[config.mk]
export PLATFORM = sky130hd
export DESIGN_NAME = psc_setpoint_regs
export DESIGN_NICKNAME = d
export VERILOG_FILES = /design/src/rtl/psc_serial_slave.v /design/src/rtl/psc_setpoint_regs.v
export VERILOG_INCLUDE_DIRS = /design/src /design/src/rtl
export SDC_FILE = /design/constraint.sdc
export NUM_CORES = 1
export LEC_CHECK = 0
export BUFFER_PORTS_ARGS = -buffer_cell sky130_fd_sc_hd__buf_2
export CELL_PAD_IN_SITES_DETAIL_PLACEMENT = 0
export CELL_PAD_IN_SITES_GLOBAL_PLACEMENT = 1
export CORE_ASPECT_RATIO = 1.1
export CORE_MARGIN = 5
export CORE_UTILIZATION = 25
export CTS_CLUSTER_DIAMETER = 120
export CTS_CLUSTER_SIZE = 40
export DETAILED_ROUTE_END_ITERATION = 6
export PLACE_DENSITY_LB_ADDON = 0.05
export SKIP_CTS_REPAIR_TIMING = 1
export SYNTH_ARGS = -nofsm -noshare
export SYNTH_HDL_FRONTEND = slang
export SYNTH_SLANG_ARGS = --single-unit
export TNS_END_PERCENT = 30
[constraint.sdc]
create_clock -name clock_in -period 1.8 [get_ports clock_in]
set_input_delay 0.27 -clock clock_in [delete_from_list [all_inputs] [get_ports clock_in]]
set_output_delay 0.27 -clock clock_in [all_outputs]
set_load 0.1 [all_outputs]
[src/rtl/psc_defines.vh]
// Constants for the supply setpoint and control register bank.
// Included by the register bank and its two-wire serial slave.
`ifndef PSC_DEFINES_VH
`define PSC_DEFINES_VH

// Byte offsets on the serial bus
`define PSC_OFS_STATUS 8'h6f
`define PSC_OFS_VSET_LO 8'h70
`define PSC_OFS_VSET_HI 8'h71
`define PSC_OFS_ISET_LO 8'h72
`define PSC_OFS_ISET_HI 8'h73
`define PSC_OFS_CONTROL 8'h7c

// Reset values
`define PSC_RST_STATUS 8'h12
`define PSC_RST_CONTROL 8'h00
`define PSC_RST_SETPOINT 16'h0000

// Status fields
`define PSC_ST_REMOTE 7
`define PSC_ST_ON 4
`define PSC_ST_SW_INHIBIT 1
`define PSC_ST_PIN_INHIBIT 0

// Control fields
`define PSC_CT_REMOTE 7
`define PSC_CT_ERROR 3
`define PSC_CT_UPDATE 2
`define PSC_CT_POWER 0

// Default limits and device address
`define PSC_VLIMIT_DEF 16'hffff
`define PSC_ILIMIT_DEF 16'hffff
`define PSC_DEV_ADDR 7'h50

`endif

[src/rtl/psc_serial_slave.v]
// Two-wire serial slave: device address, byte pointer, auto-incrementing reads and writes.
// Assumes scl and sda come from pins and are slow against clock_in; sda is open drain.
`timescale 1ns/10ps
`include "psc_defines.vh"

module psc_serial_slave #(
  parameter [6:0] DEV_ADDR = `PSC_DEV_ADDR
) (
  input wire clock_in,
  input wire rst_in,
  input wire scl_in,
  input wire sda_in,
  output reg sda_oe_out,
  output wire [7:0] rd_addr_out,
  input wire [7:0] rd_data_in,
  output reg wr_out,
  output reg [7:0] wr_addr_out,
  output reg [7:0] wr_data_out
);
  localparam [2:0] S_IDLE = 3'd0;
  localparam [2:0] S_DEV = 3'd1;
  localparam [2:0] S_PTR = 3'd2;
  localparam [2:0] S_WR = 3'd3;
  localparam [2:0] S_RD = 3'd4;
  localparam [2:0] S_AW = 3'd5;
  localparam [2:0] S_ACK = 3'd6;
  localparam [2:0] S_MACK = 3'd7;

  reg scl_s1_q, scl_s2_q, scl_s3_q;
  reg sda_s1_q, sda_s2_q, sda_s3_q;
  reg [2:0] state_q, next_q;
  reg [3:0] cnt_q;
  reg [7:0] sh_q;
  reg [7:0] ptr_q;
  wire scl_rise = scl_s2_q & ~scl_s3_q;
  wire scl_fall = ~scl_s2_q & scl_s3_q;
  wire start_c = scl_s2_q & scl_s3_q & ~sda_s2_q & sda_s3_q;
  wire stop_c = scl_s2_q & scl_s3_q & sda_s2_q & ~sda_s3_q;
  wire [7:0] byte_c = {sh_q[6:0], sda_s2_q};

  assign rd_addr_out = ptr_q;

  always @(posedge clock_in) begin
    if (rst_in) begin
      scl_s1_q <= 1'b1;
      scl_s2_q <= 1'b1;
      scl_s3_q <= 1'b1;
      sda_s1_q <= 1'b1;
      sda_s2_q <= 1'b1;
      sda_s3_q <= 1'b1;
    end else begin
      scl_s1_q <= scl_in;
      scl_s2_q <= scl_s1_q;
      scl_s3_q <= scl_s2_q;
      sda_s1_q <= sda_in;
      sda_s2_q <= sda_s1_q;
      sda_s3_q <= sda_s2_q;
    end
  end

  always @(posedge clock_in) begin
    if (rst_in) begin
      state_q <= S_IDLE;
      next_q <= S_IDLE;
      cnt_q <= 4'h0;
      sh_q <= 8'h00;
      ptr_q <= 8'h00;
      sda_oe_out <= 1'b0;
      wr_out <= 1'b0;
      wr_addr_out <= 8'h00;
      wr_data_out <= 8'h00;
    end else begin
      wr_out <= 1'b0;
      if (start_c) begin
        state_q <= S_DEV;
        cnt_q <= 4'h0;
        sda_oe_out <= 1'b0;
      end else if (stop_c) begin
        state_q <= S_IDLE;
        sda_oe_out <= 1'b0;
      end else if (scl_rise) begin
        case (state_q)
          S_DEV, S_PTR, S_WR: begin
            sh_q <= byte_c;
            cnt_q <= cnt_q + 4'h1;
            if (cnt_q == 4'h7) begin
              state_q <= S_AW;
              if (state_q == S_DEV) begin
                // Foreign address: stay silent until the next start
                if (byte_c[7:1] != DEV_ADDR) begin
                  state_q <= S_IDLE;
                end
                next_q <= byte_c[0] ? S_RD : S_PTR;
              end else if (state_q == S_PTR) begin
                ptr_q <= byte_c;
                next_q <= S_WR;
              end else begin
                wr_out <= 1'b1;
                wr_addr_out <= ptr_q;
                wr_data_out <= byte_c;
                ptr_q <= ptr_q + 8'h01;
                next_q <= S_WR;
              end
            end
          end
          S_MACK: begin
            if (sda_s2_q) begin
              state_q <= S_IDLE;
            end
          end
          default: begin
          end
        endcase
      end else if (scl_fall) begin
        case (state_q)
          S_AW: begin
            sda_oe_out <= 1'b1;
            state_q <= S_ACK;
          end
          S_ACK, S_MACK: begin
            sda_oe_out <= 1'b0;
            cnt_q <= 4'h0;
            state_q <= next_q;
            if (next_q == S_RD) begin
              sda_oe_out <= ~rd_data_in[7];
              sh_q <= {rd_data_in[6:0], 1'b0};
              cnt_q <= 4'h1;
              ptr_q <= ptr_q + 8'h01;
            end
          end
          S_RD: begin
            if (cnt_q == 4'h8) begin
              sda_oe_out <= 1'b0;
              state_q <= S_MACK;
            end else begin
              sda_oe_out <= ~sh_q[7];
              sh_q <= {sh_q[6:0], 1'b0};
              cnt_q <= cnt_q + 4'h1;
            end
          end
          default: begin
          end
        endcase
      end
    end
  end
endmodule

[src/rtl/psc_setpoint_regs.v]
// Supply setpoint and control register bank behind a two-wire serial slave.
// Assumes control pins are asynchronous levels, high meaning they hold the output off.
`timescale 1ns/10ps
`include "psc_defines.vh"

module psc_setpoint_regs #(
  parameter [6:0] DEV_ADDR = `PSC_DEV_ADDR,
  parameter [15:0] VOLT_LIMIT = `PSC_VLIMIT_DEF,
  parameter [15:0] CURR_LIMIT = `PSC_ILIMIT_DEF
) (
  input wire clock_in,
  input wire rst_in,
  input wire scl_in,
  input wire sda_in,
  output reg sda_out,
  output wire sda_oe_out,
  input wire analog_voltage_program_input_in,
  input wire analog_current_program_input_in,
  input wire output_inhibit_input_in,
  output reg [15:0] voltage_active_out,
  output reg [15:0] current_active_out,
  output reg output_on_out
);
  // Reset images; control bits are picked out of CTRL_RST by field position, the others load whole
  localparam [7:0] CTRL_RST = `PSC_RST_CONTROL;
  localparam [7:0] STATUS_RST = `PSC_RST_STATUS;
  localparam [15:0] SETPOINT_RST = `PSC_RST_SETPOINT;
  localparam integer NUM_PINS = 3;

  wire [7:0] rd_addr;
  wire [7:0] rd_data;
  wire wr_stb;
  wire [7:0] wr_addr;
  wire [7:0] wr_data;
  wire ctrl_wr;
  wire [NUM_PINS-1:0] pin_raw;
  wire [NUM_PINS-1:0] pin_sync;
  wire pin_off;
  wire limits_ok;
  wire [7:0] control_rd;

  reg [15:0] vbuf_q;
  reg [15:0] vbuf_d;
  reg [15:0] ibuf_q;
  reg [15:0] ibuf_d;
  reg remote_q;
  reg remote_d;
  reg power_q;
  reg power_d;
  reg update_q;
  reg update_d;
  reg error_q;
  reg error_d;
  reg [15:0] vact_d;
  reg [15:0] iact_d;
  reg output_on_d;
  reg [7:0] status_q;
  reg [7:0] status_d;

  // Serial slave; its sda enable already comes from a flop
  psc_serial_slave #(
    .DEV_ADDR(DEV_ADDR)
  ) u_slave (
    .clock_in(clock_in),
    .rst_in(rst_in),
    .scl_in(scl_in),
    .sda_in(sda_in),
    .sda_oe_out(sda_oe_out),
    .rd_addr_out(rd_addr),
    .rd_data_in(rd_data),
    .wr_out(wr_stb),
    .wr_addr_out(wr_addr),
    .wr_data_out(wr_data)
  );

  // Inclusive limit: a value equal to the limit is still accepted
  function within_limit;
    input [15:0] value;
    input [15:0] limit;
    begin
      within_limit = (value <= limit);
    end
  endfunction

  // Setpoints read back the buffered value, as last written
  function [7:0] read_mux;
    input [7:0] addr;
    begin
      case (addr)
        `PSC_OFS_STATUS: read_mux = status_q;
        `PSC_OFS_VSET_LO: read_mux = vbuf_q[7:0];
        `PSC_OFS_VSET_HI: read_mux = vbuf_q[15:8];
        `PSC_OFS_ISET_LO: read_mux = ibuf_q[7:0];
        `PSC_OFS_ISET_HI: read_mux = ibuf_q[15:8];
        `PSC_OFS_CONTROL: read_mux = control_rd;
        default: read_mux = 8'h00;
      endcase
    end
  endfunction

  // Reserved control bits read zero; bit 3 is hardware owned
  assign control_rd = {remote_q, 3'b000, error_q, update_q, 1'b0, power_q};
  assign rd_data = read_mux(rd_addr);
  assign ctrl_wr = wr_stb && (wr_addr == `PSC_OFS_CONTROL);

  // Pins are asynchronous: two flops each before any logic reads them
  assign pin_raw = {output_inhibit_input_in, analog_current_program_input_in, analog_voltage_program_input_in};

  genvar gi;
  generate
    for (gi = 0; gi < NUM_PINS; gi = gi + 1) begin : g_pin_sync
      reg s1_q;
      reg s2_q;
      always @(posedge clock_in) begin
        if (rst_in) begin
          s1_q <= 1'b0;
          s2_q <= 1'b0;
        end else begin
          s1_q <= pin_raw[gi];
          s2_q <= s1_q;
        end
      end
      assign pin_sync[gi] = s2_q;
    end
  endgenerate

  // In local mode (remote bit clear), any one pin high holds the output off
  assign pin_off = |pin_sync;
  assign limits_ok = within_limit(vbuf_q, VOLT_LIMIT) & within_limit(ibuf_q, CURR_LIMIT);

  // Holding buffers; the active setting never follows them directly
  always @* begin
    vbuf_d = vbuf_q;
    ibuf_d = ibuf_q;
    if (wr_stb) begin
      case (wr_addr)
        `PSC_OFS_VSET_LO: vbuf_d[7:0] = wr_data;
        `PSC_OFS_VSET_HI: vbuf_d[15:8] = wr_data;
        `PSC_OFS_ISET_LO: ibuf_d[7:0] = wr_data;
        `PSC_OFS_ISET_HI: ibuf_d[15:8] = wr_data;
        default: begin
        end
      endcase
    end
  end

  // Control byte and the checked update
  always @* begin
    remote_d = remote_q;
    power_d = power_q;
    update_d = update_q;
    error_d = error_q;
    vact_d = voltage_active_out;
    iact_d = current_active_out;
    if (update_q) begin
      // Check takes one cycle; host polls bit 2 to see it done
      update_d = 1'b0;
      if (limits_ok) begin
        error_d = 1'b0;
        vact_d = vbuf_q;
        iact_d = ibuf_q;
      end else begin
        // Rejected: the previous active setting stays
        error_d = 1'b1;
      end
    end
    if (ctrl_wr) begin
      remote_d = wr_data[`PSC_CT_REMOTE];
      power_d = wr_data[`PSC_CT_POWER];
      // A new request wins over the self clear of the previous one
      if (wr_data[`PSC_CT_UPDATE]) begin
        update_d = 1'b1;
      end
    end
  end

  // Output state and live status; status bit 4 lags the output by a clock
  always @* begin
    output_on_d = remote_q ? power_q : ~pin_off;
    status_d = 8'h00;
    status_d[`PSC_ST_REMOTE] = remote_q;
    status_d[`PSC_ST_ON] = output_on_out;
    status_d[`PSC_ST_SW_INHIBIT] = remote_q & ~power_q;
    status_d[`PSC_ST_PIN_INHIBIT] = ~remote_q & pin_off;
  end

  always @(posedge clock_in) begin
    if (rst_in) begin
      vbuf_q <= SETPOINT_RST;
      ibuf_q <= SETPOINT_RST;
      remote_q <= CTRL_RST[`PSC_CT_REMOTE];
      power_q <= CTRL_RST[`PSC_CT_POWER];
      update_q <= CTRL_RST[`PSC_CT_UPDATE];
      error_q <= CTRL_RST[`PSC_CT_ERROR];
      voltage_active_out <= SETPOINT_RST;
      current_active_out <= SETPOINT_RST;
      output_on_out <= 1'b0;
      status_q <= STATUS_RST;
    end else begin
      vbuf_q <= vbuf_d;
      ibuf_q <= ibuf_d;
      remote_q <= remote_d;
      power_q <= power_d;
      update_q <= update_d;
      error_q <= error_d;
      voltage_active_out <= vact_d;
      current_active_out <= iact_d;
      output_on_out <= output_on_d;
      status_q <= status_d;
    end
  end

  // Open drain: the line is only ever pulled low
  always @(posedge clock_in) begin
    sda_out <= 1'b0;
  end
endmodule

==> results.md <==
- Worst-Margin Slew: 499 ps
- Synth Area in XOR/XNOR: 0.476%
- Leakage power: just under 3 nW
- Final WS setup: -89.6 ps
- WP data required: 2150 ps
- Gr usage total: approximately 14%
- Worst Setup Start Kind: flip-flop
- Power share of the sequential group: 43.9%
- Failing checks: negative setup slack
- Rel. slew slack: 66.7%
- Netlist Area Pre-Place: 0.00552 sq mm
- Run status: finished, violations left
- Synth async-reset ratio: 0%
- Iteration-0 DRC Markers: 240
- Ys Warns: 0
- Endpoints failing hold: 0
- CP Buf/Inv Count: 0
- Comb pwr share: 3.7%
- Area of the multi-input gates: 0.00297 sq mm
- Clock Sinks: 128
- FMAX: 0.529 GHz
- Vias in the first global route: 4,762
- Post-placement cell count: just under 1,000
- Delay-heaviest family, CP: simple AND/OR/NAND/NOR gates
- CTS tree: built
- Core area: 0.0219 sq mm
- Unrepaired setup endpoints after global routing: true
- Ports: 42
- Drt pass-1 iters: 4
- Final setup viols: 21
- Fin nets: 735
- Area Overhead vs Synth: 37.3%
- CTS buffer count: 17
- Top_reg_cell synth: dfxtp_1
- Antenna violations before repair: 0
- Synth cell types: 62
- Setup CP Type: flip-flop to flip-flop
- Total of max-cap violations: 0
- Share of layout cells above drive strength 1: 30.1%
- Gate Count Post-Synth: about 600
- Post-Synth Adder-Cell Area: 2.04%
- Total design power: 6.53 mW
- Die ar.: 0.0251 sq mm
- Initial Util: 25.2%
- GPL Wtd Cong: around 0.80
- First-pass GRT wire length: 27,200 um
- Total number of vias: ~4,700
- Slowest cell on crit path: or4_1
- Vias/cell: 4.61
- Sw Ratio: 24.6%
- Crit-path most repeated cell: nor3_1
- WHS: 37.7 ps
- Max Slew Vio Count: 0
- Post-route ant nets: 0
- Clk root buf: clkbuf_16
- Post-Layout Cell Count: 1,027
- PD cells: 862 mW/mm^2
- CP Capture Type: flip-flop
- Sequential share of the synthesized area: 46.4%
- Max clock buf depth: 2
- Reg clk slew, reported paths: 60 ps
- P_sw: roughly 1.6 mW
- Syn avg cell area: 9.21 sq um
- Max FO, Critical Path: 3
- Clk pwr share: between 50% and 60%
- Area leader, netlist: dfxtp_1
- Antenna cells: 0
- FP Rows: 57
- Mux cell area share after synthesis: approximately 14%
- Part of the cycle the worst path needs: 105%
- Crit-path max cell delay: 470 ps
- Critical path data arrival time: between 2000 and 2500 ps
- Later-pin clock latency in the skew report: 420 ps
- Largest family of logic cells by synthesized area: simple AND/OR/NAND/NOR gates
- Clk_skew: 14.5 ps
- Internal Power: approximately 4.9 mW
- Total wire length: about 18,000 um
- Chip height: 166 um
- Avg WL per Cell: around 17 um
- Sequential Area: 0.00258 sq mm
- Hold WC Path Type: input port to flip-flop
- Synth Area in Simple Gates: 18.7%
- Maximum VDD drop: 617 uV
- Count leader, synth: dfxtp_1
- Die W: 152 um
- Pin count of the biggest net entering global routing: just under 90
- Minimum clock period after layout: 1890 ps
- Crit path cell chain: ha_4 -> nand3b_1 -> nor3_1 -> nor3_1 -> or4_1 -> a21oi_1
- H-Tree Depth: 4
- Area contributors post-synth: dfxtp_1 (46%), mux2i_1 (14%), nor2_1 (6.3%)
- Port buffer count: 40
- # DRC: 0
- Yosys top cell area share: 46.4%
- Grt ovf: 0
- Syn_nets: 615
- # fillers: 2,306
- Complex-gate fraction of the synthesized area: 14.0%
- Synth top cells by count: dfxtp_1 (128), nor2_1 (93), mux2i_1 (76), a21oi_1 (37), nand2_1 (37)
- Post-synth EDFFs: 0
- HPWL after detailed placement: 12,400 um
- #FFs+latches synth: 128
## worst reg2reg max path: cells and delay by family, from the launching register on
kind	cells	cell delay, ps
simple gates	4	1190
compound gates	1	140
fa+ha+maj	1	140
flops	1	360
## worst paths after layout
kind	start	end	slack, ps	cells after the start
setup reg to reg	u_slave.cnt_q[1]	u_slave.state_q[1]	-90	6
setup / recovery	u_slave.cnt_q[1]	u_slave.state_q[1]	-90	6
hold reg to reg	u_slave.scl_s1_q	u_slave.scl_s2_q	410	1
hold / removal	scl_in	u_slave.scl_s1_q	40	2
## layout by cell type, fill, tap and decap left out, types with 14 or more instances in the layout
cell / n
mux2i_1: 76
clkbuf_16: 17
o21ai_0: 14
a21oi_1: 37
dfxtp_1: 121
buf_2: 39
nor2_1: 90
nand2_1: 36
buf_4: 95
## per-stage QoR
| step | setup TNS (ps) | cell area [sq um] | util (%) | setup WS, ps |
|---|---|---|---|---|
| CTS | -7160 | 7220 | 33.0 | -288 |
| global placement | -6270 | 6640 | 30.3 | -236 |
| detailed placement | -6330 | 6640 | 30.3 | -256 |
| finish | -1210 | 7580 | 34.6 | -89.6 |
| global route | -3990 | 7580 | 34.6 | -218 |
| floorplan | -588 | 5540 | - | -51.0 |
## flip-flops by register name, summed over array words and instances, names as in the netlist, 3 cells and up
register / count
u_slave.cnt_q: 4
u_slave.wr_data_out: 8
u_slave.rd_addr_out: 8
current_active_out: 16
u_slave.wr_addr_out: 8
u_slave.state_q: 3
status_q: 4
ibuf_q: 16
u_slave.sh_q: 8
g_pin_sync.s1_q: 3
u_slave.next_q: 3
vbuf_q: 16
g_pin_sync.s2_q: 3
voltage_active_out: 16
## area by class of cell
class	count	share of cell area, %
Clock inverter	14	1.90
Sequential cell	128	34.0
Clock buffer	18	5.80
Tap cell	295	4.87
Inverter	12	0.644
Multi-Input combinational cell	419	39.2
Timing Repair Buffer	141	13.6
## metal layers
metal | global-route usage [%] | part of all wire, % | vias up
li1 | - | - | 2370
met1 | 17.5 | 46 | 2262
met2 | 23.6 | 49 | 78
met3 | 3.00 | 3.1 | 25
met4 | 4.73 | 2.3 | 0
met5 | 0 | 0 | -
## kinds of logic after synthesis
group                      Yosys count
DFF                                128
buffers and inverters               54
adders and majority gates            9
and+or+nand+nor                    213
muxes                               76
AOI/OAI and AO/OA                  115
xor gates and xnor gates             3
other                                1
## power groups by stage
stage / clock network [mW] / logic (mW) / registers (mW)
after floorplan: 0 / 0.125 / 2.94
after global placement: 0 / 0.224 / 2.93
after detailed placement: 0 / 0.224 / 2.93
after CTS: 3.53 / 0.224 / 2.87
after global routing: 3.67 / 0.261 / 2.86
final: 3.42 / 0.242 / 2.86
Note: power is estimated with default switching activity, not from simulation.
